`config.mk`:
```
export PLATFORM = sky130hd
export DESIGN_NAME = rf_conv_ctrl
export DESIGN_NICKNAME = d
export VERILOG_FILES = /design/src/core/rf_conv_ctrl.v
export VERILOG_INCLUDE_DIRS = /design/src /design/src/core
export SDC_FILE = /design/constraint.sdc
export NUM_CORES = 1
export LEC_CHECK = 0
export ABC_AREA = 1
export BUFFER_PORTS_ARGS = -buffer_cell sky130_fd_sc_hd__buf_2
export CAP_MARGIN = 20
export CORE_ASPECT_RATIO = 0.75
export CORE_MARGIN = 2
export CORE_UTILIZATION = 50
export DETAILED_ROUTE_END_ITERATION = 10
export PLACE_DENSITY = 0.83
export RECOVER_POWER = 50
export SLEW_MARGIN = 30
export SYNTH_ARGS = -nofsm -noshare
export SYNTH_HDL_FRONTEND = slang
export SYNTH_SLANG_ARGS = --single-unit
```
`constraint.sdc`:
```
create_clock -name clk -period 1.85 [get_ports clk]
set_input_delay 0.37 -clock clk [delete_from_list [all_inputs] [get_ports clk]]
set_output_delay 0.37 -clock clk [all_outputs]
set_load 0.01 [all_outputs]
```
`src/core/rf_conv_consts.vh`:
```
// Purpose: constants for the resistance-to-frequency converter control block
// Assumes: 32-bit AXI4-Lite register bus, one aligned word per register
// Notes: offsets below are byte addresses
`ifndef RF_CONV_CONSTS_VH
`define RF_CONV_CONSTS_VH
`define OFS_CLK_CTL 4'h0
`define OFS_CTL 4'h4
`define OFS_TRG 4'h8
`define OFS_IRQ_FLAG 4'hc
`define OFS_IRQ_EN 4'h0
`define OFS_IRQ_EN_HI 1'b1
`define BIT_DEBUG_RUN 8
`define BIT_MON 8
`define BIT_CONT 7
`define BIT_EVT 6
`define BIT_EN 0
`define FLD_HI 5
`define FLD_LO 4
`define CLOCK_SOURCE_SEL_HI 1
`define CLOCK_SOURCE_SEL_LO 0
`define SRC_INTERNAL_OSC 2'h0
`define SRC_LOSC 2'h1
`define SRC_HOSC 2'h2
`define SRC_EXT 2'h3
`define MODE_DC 2'h0
`define MODE_AC 2'h1
`define RST_CLK_CTL 9'h100
`define NFLAGS 5
`define RESP_OKAY 2'h0
`define RESP_SLVERR 2'h2
`endif

```
`src/core/rf_conv_ctrl.v`:
```
// Purpose: register, flag, irq and clock control of one converter channel
// Assumes: oscillator clocks are level-like tick inputs sampled on clk
// Notes: counting engine lives outside; it reports end events as one-cycle pulses
`timescale 1ns/1ps
`default_nettype none
`include "rf_conv_consts.vh"
module rf_conv_ctrl #(
	parameter [3:0] SRC_PRESENT = 4'hf
) (
	input wire clk,
	input wire rst_n,
	input wire [4:0] s_axi_awaddr,
	input wire s_axi_awvalid,
	output wire s_axi_awready,
	input wire [31:0] s_axi_wdata,
	input wire [3:0] s_axi_wstrb,
	input wire s_axi_wvalid,
	output wire s_axi_wready,
	output reg [1:0] s_axi_bresp,
	output reg s_axi_bvalid,
	input wire s_axi_bready,
	input wire [4:0] s_axi_araddr,
	input wire s_axi_arvalid,
	output wire s_axi_arready,
	output reg [31:0] s_axi_rdata,
	output reg [1:0] s_axi_rresp,
	output reg s_axi_rvalid,
	input wire s_axi_rready,
	input wire ref_end_meas_ovf,
	input wire ref_end_tb_ovf,
	input wire sens_end_tb_zero,
	input wire sens_end_meas_ovf,
	input wire debug_mode,
	input wire internal_osc,
	input wire low_speed_osc,
	input wire high_speed_osc,
	input wire external_clock_in,
	input wire converter_input_pin,
	input wire osc_clock,
	output reg op_clock_tick,
	output reg monitor_clock_out,
	output reg ref_osc_run,
	output reg sensor_a_run,
	output reg sensor_b_run,
	output wire auto_stop_en,
	output wire event_mode,
	output wire [1:0] osc_mode_sel,
	output wire channel_enable,
	output wire irq
);
	// ======================================================
	// registers
	reg debug_run;
	reg [1:0] clock_divider_sel;
	reg [1:0] clock_source_sel;
	reg monitor_half_rate;
	reg continuous_osc;
	reg event_r;
	reg [1:0] mode_r;
	reg enable_r;
	reg [4:0] irq_flag_register;
	reg [4:0] irq_enable_register;
	reg [4:0] aw_addr;
	reg aw_held;
	reg [31:0] w_data;
	reg [3:0] w_strb;
	reg w_held;
	wire [4:0] set_evt;
	wire do_write;
	wire [3:0] wofs;
	wire [3:0] rofs;
	reg [31:0] next_rdata;
	reg next_rerr;
	assign event_mode = event_r;
	assign osc_mode_sel = mode_r;
	assign channel_enable = enable_r;
	assign auto_stop_en = ~continuous_osc;
	assign irq = |(irq_flag_register & irq_enable_register);
	// ======================================================
	// write path: address and data accepted in either order
	assign s_axi_awready = ~aw_held & ~s_axi_bvalid;
	assign s_axi_wready = ~w_held & ~s_axi_bvalid;
	assign do_write = aw_held & w_held & ~s_axi_bvalid;
	assign wofs = aw_addr[3:0];
	always @(posedge clk) begin
		if (!rst_n) begin
			aw_held <= 1'b0;
			w_held <= 1'b0;
			aw_addr <= 5'h00;
			w_data <= 32'h00000000;
			w_strb <= 4'h0;
			s_axi_bvalid <= 1'b0;
			s_axi_bresp <= `RESP_OKAY;
		end else begin
			if (s_axi_awvalid && s_axi_awready) begin
				aw_held <= 1'b1;
				aw_addr <= s_axi_awaddr;
			end
			if (s_axi_wvalid && s_axi_wready) begin
				w_held <= 1'b1;
				w_data <= s_axi_wdata;
				w_strb <= s_axi_wstrb;
			end
			if (do_write) begin
				aw_held <= 1'b0;
				w_held <= 1'b0;
				s_axi_bvalid <= 1'b1;
				s_axi_bresp <= (aw_addr[1:0] != 2'h0) ? `RESP_SLVERR : `RESP_OKAY;
			end else if (s_axi_bvalid && s_axi_bready) begin
				s_axi_bvalid <= 1'b0;
			end
		end
	end
	// ======================================================
	// register writes
	wire wr_ok = do_write && (aw_addr[1:0] == 2'h0);
	wire wr_lo = wr_ok && (aw_addr[4] == 1'b0);
	wire wr_en = wr_ok && (aw_addr[4] == `OFS_IRQ_EN_HI) && (wofs == `OFS_IRQ_EN);
	wire wr_clk = wr_lo && (wofs == `OFS_CLK_CTL) && !enable_r;
	wire wr_ctl = wr_lo && (wofs == `OFS_CTL);
	wire wr_trg = wr_lo && (wofs == `OFS_TRG);
	wire wr_flag = wr_lo && (wofs == `OFS_IRQ_FLAG) && w_strb[0];
	wire [1:0] req_src = w_data[`CLOCK_SOURCE_SEL_HI:`CLOCK_SOURCE_SEL_LO];
	// reset word kept whole so debug_run takes exactly its own bit
	wire [8:0] rst_clk_ctl = `RST_CLK_CTL;
	always @(posedge clk) begin
		if (!rst_n) begin
			debug_run <= rst_clk_ctl[`BIT_DEBUG_RUN];
			clock_divider_sel <= 2'h0;
			clock_source_sel <= `SRC_INTERNAL_OSC;
			monitor_half_rate <= 1'b0;
			continuous_osc <= 1'b0;
			event_r <= 1'b0;
			mode_r <= `MODE_DC;
			enable_r <= 1'b0;
			irq_enable_register <= 5'h00;
		end else begin
			if (wr_clk) begin
				if (w_strb[1])
					debug_run <= w_data[`BIT_DEBUG_RUN];
				if (w_strb[0]) begin
					clock_divider_sel <= w_data[`FLD_HI:`FLD_LO];
					// a source this chip lacks leaves the old source in place
					if (SRC_PRESENT[req_src])
						clock_source_sel <= req_src;
				end
			end
			if (wr_ctl) begin
				if (w_strb[1])
					monitor_half_rate <= w_data[`BIT_MON];
				if (w_strb[0]) begin
					continuous_osc <= w_data[`BIT_CONT];
					event_r <= w_data[`BIT_EVT];
					mode_r <= w_data[`FLD_HI:`FLD_LO];
					enable_r <= w_data[`BIT_EN];
				end
			end
			if (wr_en && w_strb[0])
				irq_enable_register <= w_data[`NFLAGS-1:0];
		end
	end
	// ======================================================
	// oscillation triggers; engine end events clear the run bits unless continuous_osc is set
	wire any_end = ref_end_meas_ovf | ref_end_tb_ovf | sens_end_tb_zero | sens_end_meas_ovf;
	wire auto_end = any_end & ~continuous_osc;
	// drop the run bits on the very write that clears enable, so that no
	// run bit outlives the enable by a cycle
	wire dis_now = wr_ctl && w_strb[0] && !w_data[`BIT_EN];
	always @(posedge clk) begin
		if (!rst_n || !enable_r || dis_now) begin
			ref_osc_run <= 1'b0;
			sensor_a_run <= 1'b0;
			sensor_b_run <= 1'b0;
		end else if (wr_trg && w_strb[0]) begin
			ref_osc_run <= w_data[0];
			sensor_a_run <= w_data[1];
			sensor_b_run <= w_data[2] && (mode_r != `MODE_AC);
		end else if (auto_end) begin
			ref_osc_run <= 1'b0;
			sensor_a_run <= 1'b0;
			sensor_b_run <= 1'b0;
		end
	end
	// ======================================================
	// interrupt flags; a set event wins over a write-1 clear
	assign set_evt[0] = ref_osc_run & ref_end_meas_ovf & ~continuous_osc;
	assign set_evt[1] = sensor_a_run & sens_end_tb_zero & ~continuous_osc;
	assign set_evt[2] = sensor_b_run & sens_end_tb_zero & ~continuous_osc;
	assign set_evt[3] = (sensor_a_run | sensor_b_run) & sens_end_meas_ovf & ~continuous_osc;
	assign set_evt[4] = ref_osc_run & ref_end_tb_ovf & ~continuous_osc;
	always @(posedge clk) begin
		if (!rst_n)
			irq_flag_register <= 5'h00;
		else
			irq_flag_register <= (irq_flag_register &
				~(wr_flag ? w_data[`NFLAGS-1:0] : 5'h00)) | set_evt;
	end
	// ======================================================
	// read path
	assign s_axi_arready = ~s_axi_rvalid;
	assign rofs = s_axi_araddr[3:0];
	always @* begin
		next_rdata = 32'h00000000;
		next_rerr = 1'b0;
		if (s_axi_araddr[1:0] != 2'h0)
			next_rerr = 1'b1;
		else if (s_axi_araddr[4] == `OFS_IRQ_EN_HI) begin
			if (rofs == `OFS_IRQ_EN)
				next_rdata = {27'h0, irq_enable_register};
			else
				next_rerr = 1'b1;
		end else begin
			case (rofs)
			`OFS_CLK_CTL: next_rdata = {23'h0, debug_run, 2'h0, clock_divider_sel, 2'h0,
				clock_source_sel};
			`OFS_CTL: next_rdata = {23'h0, monitor_half_rate, continuous_osc, event_r, mode_r,
				3'h0, enable_r};
			`OFS_TRG: next_rdata = {29'h0, sensor_b_run, sensor_a_run, ref_osc_run};
			`OFS_IRQ_FLAG: next_rdata = {27'h0, irq_flag_register};
			default: next_rerr = 1'b1;
			endcase
		end
	end
	always @(posedge clk) begin
		if (!rst_n) begin
			s_axi_rvalid <= 1'b0;
			s_axi_rdata <= 32'h00000000;
			s_axi_rresp <= `RESP_OKAY;
		end else if (s_axi_arvalid && s_axi_arready) begin
			s_axi_rvalid <= 1'b1;
			s_axi_rdata <= next_rdata;
			s_axi_rresp <= next_rerr ? `RESP_SLVERR : `RESP_OKAY;
		end else if (s_axi_rvalid && s_axi_rready) begin
			s_axi_rvalid <= 1'b0;
		end
	end
	// ======================================================
	// clock selection and division; pins pass two flops first
	reg [3:0] src_s1;
	reg [3:0] src_s2;
	reg [3:0] src_s3;
	reg [1:0] osc_s;
	reg osc_prev;
	reg pin_s1;
	reg pin_s2;
	reg [2:0] div_cnt;
	reg [2:0] mon_cnt;
	reg sel_lvl;
	reg sel_edge;
	reg divided;
	always @* begin
		sel_lvl = src_s2[clock_source_sel];
		if (clock_source_sel == `SRC_EXT && event_r)
			sel_lvl = pin_s2;
		sel_edge = sel_lvl & ~src_s3[clock_source_sel];
		if (clock_source_sel == `SRC_EXT && event_r)
			sel_edge = pin_s2 & ~src_s3[`SRC_EXT];
		case (clock_divider_sel)
		2'h0: divided = 1'b1;
		2'h1: divided = div_cnt[0] == 1'b0;
		2'h2: divided = div_cnt[1:0] == 2'h0;
		default: divided = div_cnt == 3'h0;
		endcase
		if (clock_source_sel == `SRC_LOSC || clock_source_sel == `SRC_EXT)
			divided = 1'b1;
	end
	wire clk_gate = enable_r && (debug_run || !debug_mode);
	always @(posedge clk) begin
		if (!rst_n) begin
			src_s1 <= 4'h0;
			src_s2 <= 4'h0;
			src_s3 <= 4'h0;
			pin_s1 <= 1'b0;
			pin_s2 <= 1'b0;
			osc_s <= 2'h0;
			osc_prev <= 1'b0;
			div_cnt <= 3'h0;
			mon_cnt <= 3'h0;
			op_clock_tick <= 1'b0;
			monitor_clock_out <= 1'b0;
		end else begin
			src_s1 <= {external_clock_in, high_speed_osc, low_speed_osc, internal_osc};
			src_s2 <= src_s1;
			src_s3 <= {(event_r && clock_source_sel == `SRC_EXT) ? pin_s2 : src_s2[3],
				src_s2[2:0]};
			pin_s1 <= converter_input_pin;
			pin_s2 <= pin_s1;
			osc_s <= {osc_s[0], osc_clock};
			osc_prev <= osc_s[1];
			op_clock_tick <= 1'b0;
			if (!clk_gate)
				div_cnt <= 3'h0;
			else if (sel_edge) begin
				div_cnt <= div_cnt + 3'h1;
				op_clock_tick <= divided;
			end
			// half rate toggles on each oscillation rising edge
			if (osc_s[1] && !osc_prev)
				mon_cnt <= mon_cnt + 3'h1;
			monitor_clock_out <= monitor_half_rate ? mon_cnt[0] : osc_s[1];
		end
	end
endmodule // rf_conv_ctrl
`default_nettype wire

```
==> results.py <==
metrics = {
    "worst_setup_path": {
        "path_cells": "nand2_1 -> nand2_1 -> a221oi_1 -> nand2_1 -> buf_2",
        "end_kind": "primary output",
        "critPathArrivalTime_ns": 1.28,
        "critPathMaxStageDelay_ns": 0.35,
        "path_depth": 5,
        "critical-path-slowest-cell": "dfxtp_1",
        "crit_path_end": "irq",
        "cp_top_family": "flip-flops",
        "critPathLaunch": "irq_enable_register[1]",
        "rr_endpoint": "ref_osc_run",
        "path_class": "reg2out",
        "r2r-start": "w_held",
        "critical_path_buf_inv_count": 1,
        "path_common_cell": "nand2_1",
        "reg2reg_slack_ns": 0.37,
        "reg2regPathDepth": 7,
        "critPathRequiredTime_ns": 1.48,
        "timing.critical_path.from_type": "flip-flop",
        "worst-path-max-fanout": 3,
    },
    "pwr": {
        "p_int_uw": 2606,
        "power_density_nw_per_um2": 873.3,
        "p_comb_frac": 0.089,
        "share_of_power_burned_in_registers": 0.512,
        "standby_leakage_power_uw": 0.001915,
        "power.share.clock": 0.399,
        "switchingPower_uw": 893.8,
        "swShare": 0.2554,
        "vdd.ir_drop.worst_mv": 0.5302,
    },
    "floorplan": {
        "initial_cell_density_of_the_core": 0.5138,
        "num_io_pins": 116,
        "die_y_um": 76.39,
        "floorplan.rows": 26,
        "dieArea_um2": 7678,
        "coreArea_um2": 6799,
        "die_width_um": 100.5,
    },
    "sta": {
        "final_period_minus_worst_setup_slack_ns": 1.648,
        "slew-limit-headroom": 0.4644,
        "setup-violations-final": 0,
        "layout_worst_path_cycle_share": 0.8907,
        "fin_worst_skew_ns": 0.01025,
        "fmax_ghz": 0.6069,
        "timing.setup.tns_ns": 0,
        "grt_setup_unrepaired": "no",
        "finalHoldViolCount": 0,
        "number_of_slew_limit_violations_in_the_final_report": 0,
        "worst-slew-pin-transition_ns": 0.8034,
    },
    "global_route": {
        "grt_use_total": 0.2103,
        "grt_first_pass_wirelength_um": 12970,
        "grt_pass1_vias": 2927,
        "grt_start_max_net_pins": 25,
        "grt_util_met2": 0.3477,
        "grt_busiest_layer": "met2",
        "antenna_found_initial": 0,
        "grt_overflow": 0,
        "use_met1": 0.2659,
        "groute.layer.met3.usage": 0.07156,
    },
    "finish": {
        "area_taken_by_flip_flops_and_latches_um2": 1562,
        "fillCellCount": 614,
        "syn2layout_area_growth_pct": 14.72,
        "fraction_of_layout_cells_with_a_size_suffix_above_1": 0.1503,
        "layout_net_count": 620,
        "num_antenna_cells": 0,
        "fin_util": 0.5894,
        "multi_input_comb_area_um2": 1510,
    },
    "worst_hold_path": {
        "holdCritPathClass": "in2reg",
        "hp-start": "external_clock_in",
    },
    "detailed_routing": {
        "final_antenna_net_count": 0,
        "routed_via_count_divided_by_cell_count": 4.913,
        "detail_route.drc_violations": 0,
        "detail_route.wl_per_cell_um": 12.03,
        "routed_wirelength_um": 7733,
        "dr_vias": 3159,
        "detailed_router_iteration_count_before_antenna_repair": 4,
        "dr.first_iter.drc_count": 166,
    },
    "placed_design": {
        "io_buffer_count": 65,
        "place_congestion": 0.9190,
        "detailedPlacementHpwl_um": 5875,
    },
    "synth": {
        "postSynthAreaPerCell_um2": 7.203,
        "yosys-top-cells-area": "dfxtp_1, nand2_1, inv_1",
        "post_synth_inst_count": 485,
        "postSynth.topFlopCell": "dfxtp_1",
        "synth_top_cells_by_count": "nand2_1, dfxtp_1, inv_1",
        "ys_warn_count": 0,
        "yosysMostFrequentCell": "nand2_1",
        "synth_enable_flop_cells": 0,
        "post-synth-top-area-cell": "dfxtp_1",
        "synthesis.area_um2": 3493,
        "yosysUniqueCellTypes": 35,
        "synth_top_cell_area_share": 0.4470,
        "synth-seq-cells": 78,
        "synth_seq_area_share": 0.4470,
        "async_reset_ff_frac": 0,
    },
    "clock_network": {
        "cts_buffer_depth": 2,
        "cts-htree-levels": 3,
        "postCtsResizedCells": 0,
        "post_cts_setup_inserts": 0,
        "tritoncts": "built",
        "cts_num_sinks": 78,
        "worst_skew_pair_later_pin_latency_ns": 0.35,
        "worst_setup_hold_path_clk_slew_ns": 0.08,
        "cts-buffers-inserted": 9,
        "cts.hold.buffers_added": 0,
        "ctsRootBufferMaster": "clkbuf_8",
    },
    "job": {
        "maxCapViolations": 0,
    },
    "status": {
        "outcome": "complete, no violations",
    },
}
layer usage:
metal	vias up	wire (um)
li1	1637	-
met1	1403	3533
met2	110	3617
met3	9	510
met4	0	71
met5	-	0
per-stage QoR:
| step | worst slack (ns) | power (uW) | instance area, um^2 | std cells | hold WS (ns) |
|---|---|---|---|---|---|
| floorplan | 0.6357 | 2065 | 3583 | 509 | 0.3905 |
| finish | 0.2022 | 3500 | 4008 | 643 | 0.1893 |
| global placement | 0.4174 | 2129 | 3817 | 627 | 0.3924 |
| global route | 0.07017 | 3650 | 4008 | 643 | 0.1847 |
| detailed placement | 0.3615 | 2143 | 3817 | 627 | 0.3969 |
| CTS | 0.2104 | 3517 | 4040 | 643 | 0.1824 |
power by group through the flow:
stage / combinational (uW) / sequential, uW / clock [uW]
floorplan: 249 / 1820 / 0
global placement: 301 / 1830 / 0
detailed placement: 311 / 1830 / 0
CTS: 313 / 1790 / 1410
global route: 352 / 1800 / 1500
finish: 310 / 1790 / 1400
how the worst min path moves through the flow:
| stage | to | depth (start not counted) | slack, ns |
|---|---|---|---|
| floorplan | osc_s[1] | 2 | 0.39 |
| global placement | osc_s[1] | 2 | 0.39 |
| detailed placement | src_s2[3] | 2 | 0.40 |
| CTS | src_s1[3] | 3 | 0.18 |
| global route | src_s1[3] | 3 | 0.18 |
| finish | src_s1[3] | 3 | 0.19 |
kinds of logic (layout without fill, tap and decap cells):
group	Yosys count	in the layout	synth area share
buffers and inverters	108	158	0.1465
other	1	25	0.001073
AND/OR/NAND/NOR	225	225	0.2894
XOR/XNOR	1	1	0.002508
flip-flops	78	78	0.4470
adder cells (fa/ha/maj)	2	2	0.007162
AO/OA/AOI/OAI	70	70	0.1064
state kept, by name, indices dropped and copies added (netlist names), 4 cells and up:
register and cells:
s_axi_rdata 9, src_s3 4, aw_addr 5, w_data 9, irq_flag_register 5, irq_enable_register 5, src_s2 4, src_s1 4
worst register-to-register path, stage by stage, from the launching register on:
cell and delay, ns:
dfxtp_1 0.36, nand2_1 0.10, nor2_4 0.13, nand3_2 0.12, nor2_4 0.28, nand4_1 0.17, nand2_1 0.16, nor2_1 0.06
cells in the final DEF (no fill, tap or decap), types with 20 or more instances in the layout:
| cell | count |
|---|---|
| dfxtp_1 | 78 |
| inv_1 | 65 |
| a21oi_1 | 36 |
| conb_1 | 25 |
| nand2_1 | 104 |
| clkbuf_1 | 20 |
| buf_2 | 46 |
| o21ai_0 | 26 |
| nor2_1 | 56 |
| nand3_1 | 33 |
layout make-up:
class / instances / area share
clock buffer: 9 / 0.03091
clock inverter: 7 / 0.02466
inverter: 70 / 0.06556
multi-input combinational: 323 / 0.3768
sequential: 78 / 0.3896
tap: 84 / 0.02623
timing repair buffer: 72 / 0.08617
No activity file was read; power rests on OpenSTA's default activity.
